==> config.mk <==
export PLATFORM = sky130hd
export DESIGN_NAME = fosr_status_regs
export DESIGN_NICKNAME = d
export VERILOG_FILES = /design/src/core/fosr_pkg.sv /design/src/core/fosr_status_regs.sv
export SDC_FILE = /design/constraint.sdc
export NUM_CORES = 1
export LEC_CHECK = 0
export ABC_AREA = 0
export BUFFER_PORTS_ARGS = -buffer_cell sky130_fd_sc_hd__clkbuf_2
export CAP_MARGIN = 20
export CORE_MARGIN = 1.5
export CORE_UTILIZATION = 25
export DETAILED_ROUTE_END_ITERATION = 10
export PLACE_DENSITY = 0.52
export RECOVER_POWER = 100
export SYNTH_ARGS = -nofsm -noshare
export SYNTH_HDL_FRONTEND = slang
export SYNTH_SLANG_ARGS = --single-unit
export TNS_END_PERCENT = 10
==> constraint.sdc <==
create_clock -name pclk -period 1.8 [get_ports pclk]
set_clock_uncertainty 0.1 [all_clocks]
set_input_delay 0.09 -clock pclk [delete_from_list [all_inputs] [get_ports pclk]]
set_output_delay 0.09 -clock pclk [all_outputs]
set_load 0.02 [all_outputs]
==> src/core/fosr_pkg.sv <==
// package: offsets, field layouts, codes and reset values of the status bank
package fosr_pkg;

   // bus geometry
   localparam int FOSR_ADDR_W = 13;  // byte address, covers index 0x75e * 4
   localparam int FOSR_DATA_W = 32;  // apb data width

   // register indices; the byte address is four times the index
   localparam logic [10:0] FOSR_IDX_TORQUE = 11'h608;
   localparam logic [10:0] FOSR_IDX_SD_ST  = 11'h682;
   localparam logic [10:0] FOSR_IDX_SD_SPD = 11'h68c;
   localparam logic [10:0] FOSR_IDX_PD_ST  = 11'h6c0;
   localparam logic [10:0] FOSR_IDX_PD_ANG = 11'h704;
   localparam logic [10:0] FOSR_IDX_BEMF_D = 11'h74a;
   localparam logic [10:0] FOSR_IDX_BEMF_Q = 11'h74c;
   localparam logic [10:0] FOSR_IDX_SPD    = 11'h75a;
   localparam logic [10:0] FOSR_IDX_ANG    = 11'h75e;

   // reset values
   localparam logic [31:0] FOSR_RST_W32 = 32'h0000_0000;
   localparam logic [15:0] FOSR_RST_W16 = 16'h0000;

   // initial-speed-detection sequence codes
   typedef enum logic [15:0] {
      SD_INIT      = 16'h0000,
      SD_STOP_CHK  = 16'h0001,
      SD_EST_INIT  = 16'h0002,
      SD_RUN_CHK   = 16'h0003,
      SD_DIR_CHK   = 16'h0004,
      SD_COMPLETE  = 16'h0005,
      SD_FAULT     = 16'h0006
   } fosr_sd_state_e;

   // initial-position-detection sequence codes
   typedef enum logic [15:0] {
      PD_INIT      = 16'h0000,
      PD_VEC_CFG   = 16'h0001,
      PD_RUN       = 16'h0002,
      PD_RISE_CLK  = 16'h0003,
      PD_FALL_CLK  = 16'h0004,
      PD_DECAY     = 16'h0005,
      PD_TIMES     = 16'h0006,
      PD_NEXT_VEC  = 16'h0007,
      PD_SECTOR    = 16'h0008,
      PD_POSITION  = 16'h0009,
      PD_ANGLE     = 16'h000a,
      PD_COMPLETE  = 16'h000b,
      PD_FAULT     = 16'h000c
   } fosr_pd_state_e;

   // values published by the control algorithm
   typedef struct packed {
      logic [31:0] torque_current_reference;
      logic [15:0] speed_detect_state;
      logic [31:0] speed_detect_speed;
      logic [15:0] position_detect_state;
      logic [31:0] position_detect_angle;
      logic [31:0] d_axis_bemf_estimate;
      logic [31:0] q_axis_bemf_estimate;
      logic [31:0] rotor_speed_estimate;
      logic [31:0] rotor_angle_estimate;
   } fosr_val_s;

   // one update strobe per value
   typedef struct packed {
      logic torque_current_reference;
      logic speed_detect_state;
      logic speed_detect_speed;
      logic position_detect_state;
      logic position_detect_angle;
      logic d_axis_bemf_estimate;
      logic q_axis_bemf_estimate;
      logic rotor_speed_estimate;
      logic rotor_angle_estimate;
   } fosr_vld_s;

   // whole bank at reset
   localparam fosr_val_s FOSR_RST_VAL = '{
      FOSR_RST_W32, FOSR_RST_W16, FOSR_RST_W32, FOSR_RST_W16, FOSR_RST_W32,
      FOSR_RST_W32, FOSR_RST_W32, FOSR_RST_W32, FOSR_RST_W32};

endpackage : fosr_pkg

==> src/core/fosr_status_regs.sv <==
// apb read-only status bank of the sensorless motor observer
// Function
// - torque current reference, signed 32-bit word
// - torque reference at 0x608, resets zero
// - speed-detect state, 16 bits at 0x682
// - speed-detect codes 0 to 6
// - speed-detect speed word at 0x68c
// - position-detect state at 0x6c0, codes 0-c
// - position-detect angle word at 0x704
// - d-axis back-emf estimate at 0x74a
// - q-axis back-emf estimate at 0x74c
// - signed rotor speed estimate at 0x75a
// - rotor angle estimate at 0x75e
`timescale 1ns/1ns
`default_nettype none

module fosr_status_regs (
   input  wire logic                          pclk,
   input  wire logic                          presetn,
   input  wire logic                          psel,
   input  wire logic                          penable,
   input  wire logic                          pwrite,
   input  wire logic [fosr_pkg::FOSR_ADDR_W-1:0] paddr,
   input  wire logic [fosr_pkg::FOSR_DATA_W-1:0] pwdata,
   output var  logic [fosr_pkg::FOSR_DATA_W-1:0] prdata,
   output var  logic                          pready,
   output var  logic                          pslverr,
   input  wire fosr_pkg::fosr_vld_s           upd_vld,
   input  wire fosr_pkg::fosr_val_s           upd_val,
   output var  logic                          speed_detect_done,
   output var  logic                          speed_detect_fault,
   output var  logic                          position_detect_done,
   output var  logic                          position_detect_fault
);
   import fosr_pkg::*;

   // byte addresses built from the printed indices
   localparam logic [12:0] ADR_TORQUE = {FOSR_IDX_TORQUE, 2'b00};
   localparam logic [12:0] ADR_SD_ST  = {FOSR_IDX_SD_ST, 2'b00};
   localparam logic [12:0] ADR_SD_SPD = {FOSR_IDX_SD_SPD, 2'b00};
   localparam logic [12:0] ADR_PD_ST  = {FOSR_IDX_PD_ST, 2'b00};
   localparam logic [12:0] ADR_PD_ANG = {FOSR_IDX_PD_ANG, 2'b00};
   localparam logic [12:0] ADR_BEMF_D = {FOSR_IDX_BEMF_D, 2'b00};
   localparam logic [12:0] ADR_BEMF_Q = {FOSR_IDX_BEMF_Q, 2'b00};
   localparam logic [12:0] ADR_SPD    = {FOSR_IDX_SPD, 2'b00};
   localparam logic [12:0] ADR_ANG    = {FOSR_IDX_ANG, 2'b00};

   fosr_val_s   val_q;        // status bank contents
   logic [31:0] rd_data_d;    // read word for the addressed register
   logic        rd_err_d;     // address hits no register
   logic [31:0] prdata_q;     // registered read data
   logic        pready_q;     // registered ready
   logic        pslverr_q;    // registered error
   logic        setup;        // apb setup cycle seen
   logic        sd_done_q;    // speed detection finished
   logic        sd_fault_q;   // speed detection failed
   logic        pd_done_q;    // position detection finished
   logic        pd_fault_q;   // position detection failed

   // pwdata has nothing to land in; the bank is read-only
   assign setup = psel && !penable;

   // values follow the algorithm strobes only; the bus has no write path
   always_ff @(posedge pclk or negedge presetn) begin
      if (!presetn) begin
         val_q <= FOSR_RST_VAL;
      end else begin
         // each field loads on its own strobe and holds otherwise
         if (upd_vld.torque_current_reference) begin
            val_q.torque_current_reference <=
               upd_val.torque_current_reference;
         end
         if (upd_vld.speed_detect_state) begin
            val_q.speed_detect_state <= upd_val.speed_detect_state;
         end
         if (upd_vld.speed_detect_speed) begin
            val_q.speed_detect_speed <= upd_val.speed_detect_speed;
         end
         if (upd_vld.position_detect_state) begin
            val_q.position_detect_state <=
               upd_val.position_detect_state;
         end
         if (upd_vld.position_detect_angle) begin
            val_q.position_detect_angle <=
               upd_val.position_detect_angle;
         end
         if (upd_vld.d_axis_bemf_estimate) begin
            val_q.d_axis_bemf_estimate <=
               upd_val.d_axis_bemf_estimate;
         end
         if (upd_vld.q_axis_bemf_estimate) begin
            val_q.q_axis_bemf_estimate <=
               upd_val.q_axis_bemf_estimate;
         end
         if (upd_vld.rotor_speed_estimate) begin
            val_q.rotor_speed_estimate <=
               upd_val.rotor_speed_estimate;
         end
         if (upd_vld.rotor_angle_estimate) begin
            val_q.rotor_angle_estimate <=
               upd_val.rotor_angle_estimate;
         end
      end
   end

   // address decode; 16-bit fields sit low, upper half reads zero
   always_comb begin
      rd_data_d = FOSR_RST_W32;
      rd_err_d  = 1'b0;
      // full address compare, so an unaligned lane never aliases a word
      case (paddr)
         ADR_TORQUE: begin
            rd_data_d = val_q.torque_current_reference;
         end
         ADR_SD_ST: begin
            rd_data_d = {FOSR_RST_W16, val_q.speed_detect_state};
         end
         ADR_SD_SPD: begin
            rd_data_d = val_q.speed_detect_speed;
         end
         ADR_PD_ST: begin
            rd_data_d = {FOSR_RST_W16, val_q.position_detect_state};
         end
         ADR_PD_ANG: begin
            rd_data_d = val_q.position_detect_angle;
         end
         ADR_BEMF_D: begin
            rd_data_d = val_q.d_axis_bemf_estimate;
         end
         ADR_BEMF_Q: begin
            rd_data_d = val_q.q_axis_bemf_estimate;
         end
         ADR_SPD: begin
            rd_data_d = val_q.rotor_speed_estimate;
         end
         ADR_ANG: begin
            rd_data_d = val_q.rotor_angle_estimate;
         end
         default: begin
            // unmapped or unaligned: error, data zero
            rd_err_d = 1'b1;
         end
      endcase
   end

   // answer prepared at setup, so the access phase never waits
   always_ff @(posedge pclk or negedge presetn) begin
      if (!presetn) begin
         pready_q  <= 1'b0;
         pslverr_q <= 1'b0;
         prdata_q  <= FOSR_RST_W32;
      end else begin
         pready_q  <= setup;
         // mapped writes complete cleanly but are dropped
         pslverr_q <= setup && rd_err_d;
         // writes return zero data; only reads carry a value
         prdata_q  <= (setup && !pwrite) ? rd_data_d : FOSR_RST_W32;
      end
   end

   // sequence end flags decoded from the stored state codes
   always_ff @(posedge pclk or negedge presetn) begin
      if (!presetn) begin
         sd_done_q  <= 1'b0;
         sd_fault_q <= 1'b0;
         pd_done_q  <= 1'b0;
         pd_fault_q <= 1'b0;
      end else begin
         sd_done_q  <= val_q.speed_detect_state == SD_COMPLETE;
         sd_fault_q <= val_q.speed_detect_state == SD_FAULT;
         pd_done_q  <= val_q.position_detect_state == PD_COMPLETE;
         pd_fault_q <= val_q.position_detect_state == PD_FAULT;
      end
   end

   // outputs straight from flip-flops
   assign prdata                = prdata_q;
   assign pready                = pready_q;
   assign pslverr               = pslverr_q;
   assign speed_detect_done     = sd_done_q;
   assign speed_detect_fault    = sd_fault_q;
   assign position_detect_done  = pd_done_q;
   assign position_detect_fault = pd_fault_q;
endmodule : fosr_status_regs

`default_nettype wire

==> reports/qor.csv, run 1 <==
stage,metric,value,unit
yosys,fraction of registers with async set/reset,100,%
clock_tree,Num CTS Buffers,37,
pwr,Psw,4.14,mW
placed_design,PortBufs,320,
clock_tree,clk sinks,294,
pwr,internal power,13.0,mW
clock_tree,H-Tree Depth,2,
global_route,largest net degree at the start of global routing,57,
yosys,synthesis warning total,0,
pwr,Reg power frac,44.2,%
worst_hold_path,WHS Path Cells,3,
final_layout,fraction of layout cells with a size suffix above 1,42.5,%
worst_hold_path,min-delay worst type,in -> reg,
sta,unrepaired setup endpoints after global routing,false,
yosys,Mapped Cells,905,
global_route,Tot GR Track Use,19.2,%
worst_setup_path,startpoint types,primary input,
yosys,Unique masters post-synth,54,
sta,final-report hold violation count,0,
final_layout,final net count,1952,
detailed_routing,1st-pass router iterations,5,
pwr,sw frac,24.2,%
yosys,"Top FF cell, synth",dfrtp_1,
yosys,Syn Std Cell Area,0.0126,mm2
clock_tree,Clock Latency Late Sink,0.54,ns
die,Core Footprint,0.0500,mm2
detailed_routing,wire length per cell,21.4,um
worst_setup_path,R2R cell count,5,
sta,Tmin final,1.73,ns
die,die area,0.0517,mm2
detailed_routing,DRC viols,0,
worst_setup_path,FF-to-FF setup slack,0.18,ns
yosys,Post-Syn Area per Cell,13.9,um2
yosys,post-synthesis sequential area ratio,58.4,%
die,Die W,227,um
pwr,Pwr Total,17.1,mW
worst_setup_path,reg-to-reg critical path startpoint,val_q[136]$_DFFE_PN0P_,
worst_setup_path,Worst EP arrival,2.10,ns
pwr,peak supply drop,0.527,mV
final_layout,most frequent cells in the layout,"dlygate4sd3_1, dfrtp_1, clkbuf_2",
global_route,GR Overflow Total,0,
detailed_routing,via/cell ratio,4.71,
sta,normalized max-slew margin,61.9,%
pwr,power density over cell area,843,mW/mm2
yosys,Post-synth EDFFs,0,
job,total of max-cap violations,0,
worst_hold_path,worst hold path startpoint,upd_vld[3],
worst_setup_path,worst-path maximum fanout,4,
die,I/O Pins,353,
worst_hold_path,Hold Path End,val_q[111]$_DFFE_PN0P_,
worst_setup_path,WP data required,2.17,ns
pwr,clock power share,42.3,%
detailed_routing,DR vias,11000,
final_layout,"most common cell after layout, fill and taps aside",dlygate4sd3_1,
global_route,global-route wire length before repair,72.5,mm
sta,worst slew pin tran,0.565,ns
sta,"Slew Viols, Final",0,
sta,final period utilization,95.9,%
outcome,status,"finished, final reports clean",
sta,f_max,579,MHz
placed_design,hpwl dp,35.2,mm
clock_tree,root buffer cell,clkbuf_16,
detailed_routing,Iter 0 DRT Violations,698,
sta,setup total negative slack,0,ns
die,Core Rows,82,
detailed_routing,antenna-violating nets left,0,
pwr,leak pwr,8.75,nW
sta,Setup-failing EPs final,0,
die,Initial Util,25.2,%
detailed_routing,final WL,49.9,mm
clock_tree,clk buf depth,3,
yosys,#FFs+latches synth,294,
worst_setup_path,kind of critical path,in -> reg,
yosys,Synth Net Count,1220,
pwr,Logic pwr share,13.5,%
clock_tree,"Reg clk slew, reported paths",0.06,ns
clock_tree,CTS tree,done,
die,Die H,227,um
global_route,vias in the first global route,11700,
worst_setup_path,R2R Path End,prdata[8]$_DFF_PN0_,
global_route,initial antenna violation count,5,
worst_setup_path,CP endpoint kind,flip-flop,
placed_design,Final GP Congestion,0.808,
final_layout,P&R area growth vs syn,61.3,%
-- power groups by stage --
stage | sequential [mW] | combinational, mW | clock [mW]
after floorplan | 7.53 | 0.829 | 0
after detailed placement | 7.67 | 1.65 | 0
after global routing | 7.63 | 2.51 | 7.72
final | 7.56 | 2.32 | 7.24
after CTS | 7.55 | 2.34 | 7.50
after global placement | 7.65 | 1.61 | 0
-- worst max-delay path by stage --
stage	start	to	slack [ns]	depth (start not counted)
3_5_place_dp	paddr[2]	prdata[27]$_DFF_PN0_	-0.23	8
3_3_place_gp	paddr[10]	prdata[21]$_DFF_PN0_	-0.21	6
4_1_cts	paddr[2]	prdata[8]$_DFF_PN0_	0.04	7
5_1_grt	paddr[2]	prdata[8]$_DFF_PN0_	0.01	7
2_1_floorplan	paddr[6]	prdata[29]$_DFF_PN0_	0.01	8
6_report	paddr[2]	prdata[8]$_DFF_PN0_	0.07	7
-- stage by stage --
step	cell area [um2]	instances	util (%)	hold WS (ns)	setup slack, ns
after CTS	20400	2329	40.9	0.0000265	0.0448
final	20300	2332	40.7	0.0153	0.0740
after global routing	20300	2332	40.7	0.0182	0.0101
after global placement	15900	1937	31.9	-0.0723	-0.206
after floorplan	12600	905	-	-0.306	0.0118
after detailed placement	15900	1937	31.9	-0.0668	-0.234
-- kinds of logic (layout without fill, tap and decap cells) --
kind of cell | Yosys count | in the layout | synth area share, %
buffers and inverters | 76 | 829 | 2.68
muxes | 252 | 252 | 22.5
and+or+nand+nor | 98 | 98 | 5.13
other | 0 | 2 | 0
AOI/OAI and AO/OA | 184 | 184 | 11.2
DFF | 294 | 294 | 58.4
xor gates and xnor gates | 1 | 1 | 0.0696
-- metal layers --
metal  vias to the layer above  global-route usage [%]  part of all wire [%]  routed length, um
met3                       114                    2.88                   4.5               2250
met5                         -                       0                 0.074                 37
met1                      5589                    26.2                    46              22800
li1                       4924                       -                     -                  -
met2                       350                    30.3                    46              23000
met4                         6                    7.99                   3.7               1870
-- cell type report --
type / count / area [um2]
Multi-Input combinational cell: 535 / 4910
Antenna cell: 2 / 5.00
Tap cell: 672 / 841
Clock buffer: 49 / 1040
Timing Repair Buffer: 761 / 6010
Inverter: 8 / 30.0
Clock inverter: 11 / 114
Fill cell: 4731 / 29700
Sequential cell: 294 / 7360
-- sequential cells by signal, indices dropped and copies added (netlist names) --
name / flops
speed_detect_done: 1
position_detect_done: 1
prdata: 32
position_detect_fault: 1
pslverr: 1
speed_detect_fault: 1
val_q: 256
pready: 1
-- Yosys cell counts, types with 2 or more instances --
library cell,n,share of area (%)
nor2_1,18,0.54
a222oi_1,23,1.8
nand2b_1,3,0.15
a221oi_1,9,0.63
o21ai_0,6,0.24
o31ai_1,2,0.12
o22ai_1,6,0.30
dfrtp_1,294,58
and4_1,4,0.28
a31oi_1,13,0.65
buf_2,15,0.60
nand4_1,3,0.15
buf_1,23,0.69
nor3_1,2,0.080
a211oi_1,2,0.12
nor2b_1,4,0.20
nand3_1,9,0.36
nor4b_4,2,0.38
nor4_1,3,0.15
a21oi_1,34,1.4
a22oi_1,41,2.4
nand4b_1,2,0.14
nor4_4,2,0.34
a22o_1,28,1.9
mux2_2,251,22
o2bb2ai_1,4,0.28
inv_1,8,0.24
buf_6,4,0.36
nor4b_1,4,0.28
nand2_1,19,0.57
nor3b_1,4,0.24
and2_1,2,0.099
clkbuf_1,25,0.75
and3_1,5,0.25
a32oi_1,12,0.83
-- critical path: stages --
cell and delay, ns:
clkbuf_2 0.13, nor4_4 0.32, buf_4 0.19, dlygate4sd3_1 0.61, nand3_1 0.08, dlygate4sd3_1 0.55
a21oi_1 0.12
-- timing repair --
| item | CTS | global route |
|---|---|---|
| setup endpoints to repair | 0 | 1 |
| hold buffers | 332 | 0 |
| buffers inserted | 0 | 1 |
| endpoints found under the hold margin | 554 | 0 |
| gates resized for setup | 0 | 1 |
Note: power is estimated with default switching activity, not from simulation.
==> inputs of run 2 (changes only) <==
SETUP_SLACK_MARGIN = 0.15   (was not set)
==> run 2 against run 1 <==
Net effect:
- die area did not move
- critical path type unchanged
- power rose by 0.35%
- clock power barely moved
- worst setup slack improved by 0.052 ns
- critical endpoint is now prdata[18]$_DFF_PN0_
- via count rose by 0.13%
- final area rose by 0.88%
- flip-flop and latch count did not move
- fmax rose by 3.1%
- register-to-register slack improved by 0.02 ns
==> reports/qor.csv, run 2 (same netlist as run 1, synthesis figures left out) <==
stage,metric,value,unit,change
clock_tree,clk sinks,294,,unchanged
worst_setup_path,CP Capture Point,prdata[18]$_DFF_PN0_,,was prdata[8]$_DFF_PN0_
worst_hold_path,min-delay worst type,in -> reg,,unchanged
pwr,Psw,4.20,mW,was 4.14 mW
final_layout,final net count,1970,,"was 1,952"
detailed_routing,1st-pass router iterations,7,,was 5
pwr,leak pwr,8.82,nW,was 8.75 nW
sta,final period utilization,93.0,%,was 95.9%
detailed_routing,Iter 0 DRT Violations,727,,was 698
final_layout,Filler cells,4688,,"was 4,731"
clock_tree,"Reg clk slew, reported paths",0.06,ns,about the same
pwr,internal power,13.0,mW,about the same
clock_tree,CTS tree,done,,unchanged
pwr,Pwr Total,17.2,mW,was 17.1 mW
sta,unrepaired setup endpoints after global routing,true,,was false
global_route,GR Overflow Total,0,,unchanged
sta,final-report hold violation count,0,,unchanged
worst_setup_path,CP endpoint kind,flip-flop,,unchanged
outcome,status,"finished, final reports clean",,unchanged
die,Die H,227,um,unchanged
worst_setup_path,startpoint types,primary input,,unchanged
sta,Min Hold Slack,0.0176,ns,was 0.0153 ns
final_layout,"most common cell after layout, fill and taps aside",dlygate4sd3_1,,unchanged
die,Core Footprint,0.0500,mm2,unchanged
die,I/O Pins,353,,unchanged
clock_tree,H-Tree Depth,2,,unchanged
sta,worst slew pin tran,0.527,ns,was 0.565 ns
final_layout,P&R area growth vs syn,62.8,%,was 61.3%
worst_setup_path,worst-path maximum fanout,32,,was 4
pwr,Logic pwr share,13.9,%,was 13.5%
die,Initial Util,25.2,%,unchanged
clock_tree,Num CTS Buffers,36,,was 37
pwr,peak supply drop,0.558,mV,was 0.527 mV
worst_setup_path,Worst Setup SP,paddr[3],,was paddr[2]
worst_setup_path,kind of critical path,in -> reg,,unchanged
clock_tree,Clock Latency Late Sink,0.55,ns,was 0.54 ns
clock_tree,root buffer cell,clkbuf_16,,unchanged
global_route,global-route wire length before repair,73.0,mm,was 72.5 mm
global_route,Tot GR Track Use,19.3,%,was 19.2%
detailed_routing,via/cell ratio,4.66,,was 4.71
detailed_routing,final WL,50.3,mm,was 49.9 mm
sta,f_max,597,MHz,was 579 MHz
placed_design,Final GP Congestion,0.790,,was 0.808
worst_setup_path,R2R Path End,prdata[31]$_DFF_PN0_,,was prdata[8]$_DFF_PN0_
worst_setup_path,Worst EP arrival,2.02,ns,was 2.10 ns
worst_setup_path,WP data required,2.14,ns,was 2.17 ns
die,Core Rows,82,,unchanged
die,Die W,227,um,unchanged
detailed_routing,wire length per cell,21.3,um,was 21.4 um
sta,"Slew Viols, Final",0,,unchanged
global_route,initial antenna violation count,5,,unchanged
detailed_routing,DR vias,11000,,about the same
final_layout,fraction of layout cells with a size suffix above 1,42.0,%,was 42.5%
job,total of max-cap violations,0,,unchanged
sta,normalized max-slew margin,64.8,%,was 61.9%
final_layout,most frequent cells in the layout,"dlygate4sd3_1, dfrtp_1, clkbuf_2",,unchanged
pwr,Reg power frac,44.0,%,was 44.2%
die,die area,0.0517,mm2,unchanged
global_route,largest net degree at the start of global routing,63,,was 57
clock_tree,clk buf depth,3,,unchanged
final_layout,max reg flops,256,,unchanged
global_route,vias in the first global route,11900,,was 11.7k
clock_tree,buffer count from post-CTS setup fixing,0,,unchanged
worst_setup_path,R2R cell count,5,,unchanged
sta,Tmin final,1.67,ns,was 1.73 ns
worst_setup_path,FF-to-FF setup slack,0.20,ns,was 0.18 ns
placed_design,PortBufs,320,,unchanged
pwr,clock power share,42.1,%,was 42.3%
placed_design,hpwl dp,34.7,mm,was 35.2 mm
detailed_routing,antenna-violating nets left,0,,unchanged
pwr,sw frac,24.4,%,was 24.2%
final_layout,Top reg by flops,val_q,,unchanged
sta,Setup-failing EPs final,0,,unchanged
pwr,power density over cell area,838,mW/mm2,was 843 mW/mm2
worst_setup_path,reg-to-reg critical path startpoint,val_q[127]$_DFFE_PN0P_,,was val_q[136]$_DFFE_PN0P_
detailed_routing,DRC viols,0,,unchanged
-- run 2: changes by cell type in the layout (fill, tap and decap cells not counted), sizes merged --
cell,before,now
dlygate4sd3,332,351
clkinv,6,8
inv,9,8
bufinv,2,1
diode,2,4
clkinvlp,2,3
clkbuf,374,380
buf,104,102
-- run 2: worst max-delay path, stage by stage --
cell      delay, ns
clkbuf_1       0.09
clkbuf_1       0.12
nor4_2         0.32
clkbuf_1       0.30
nand3_1        0.20
nor2_1         0.25
o41ai_4        0.11
buf_4          0.30
a31oi_1        0.21
-- run 2: what timing repair did --
| action | in CTS | in global routing |
|---|---|---|
| hold endpoints to repair | 554 | 0 |
| endpoints found under the setup margin | 1 | 1 |
| pin swaps | 0 | 1 |
| hold buffers | 351 | 0 |
| resized for setup | 1 | 0 |
-- run 2: how the worst min path moves through the flow --
stage / startpoint / endpoint / slack, ns / cells after the start
after floorplan: presetn / position_detect_done$_DFF_PN0_ / -0.31 / 0
after global placement: presetn / val_q[239]$_DFFE_PN0P_ / -0.05 / 1
after detailed placement: presetn / val_q[143]$_DFFE_PN0P_ / -0.05 / 1
after CTS: upd_vld[6] / val_q[203]$_DFFE_PN0P_ / 0.0002 / 3
after global routing: upd_vld[4] / val_q[132]$_DFFE_PN0P_ / 0.02 / 3
final: upd_vld[4] / val_q[130]$_DFFE_PN0P_ / 0.02 / 3
-- run 2: metal layers --
layer / track usage, % / part of all wire [%]
met1: 25.6 / 45
met2: 31.6 / 48
met3: 3.39 / 4.7
met4: 6.96 / 2.8
met5: 0 / 0.054
-- run 2: area by class of cell --
type | instances | area [um2] | share of cell area, %
flip-flops and latches | 294 | 7360 | 35.9
repair buffers | 780 | 6140 | 29.9
multi-input cells | 535 | 4940 | 24.1
clock buffers | 53 | 1070 | 5.21
well taps | 672 | 841 | 4.10
clock inverters | 12 | 108 | 0.525
inverters | 8 | 30.0 | 0.147
diodes | 4 | 10.0 | 0.0488
-- run 2: metrics by stage --
step / area [um2] / setup WS, ns / setup TNS, ns / cells / utilization (%)
after floorplan: 12600 / 0.122 / 0 / 905 / -
after global placement: 15900 / -0.292 / -5.36 / 1938 / 31.8
after detailed placement: 15900 / -0.296 / -4.16 / 1938 / 31.8
after CTS: 20600 / 0.153 / 0 / 2354 / 41.2
after global routing: 20500 / 0.0547 / 0 / 2357 / 41.0
final: 20500 / 0.126 / 0 / 2358 / 41.0
-- run 2: power groups by stage --
| stage | Combinational [mW] | Sequential [mW] | Clock [mW] |
|---|---|---|---|
| after floorplan | 0.830 | 7.53 | 0 |
| after global placement | 1.62 | 7.65 | 0 |
| after detailed placement | 1.65 | 7.66 | 0 |
| after CTS | 2.41 | 7.54 | 7.44 |
| after global routing | 2.59 | 7.61 | 7.69 |
| final | 2.40 | 7.55 | 7.24 |
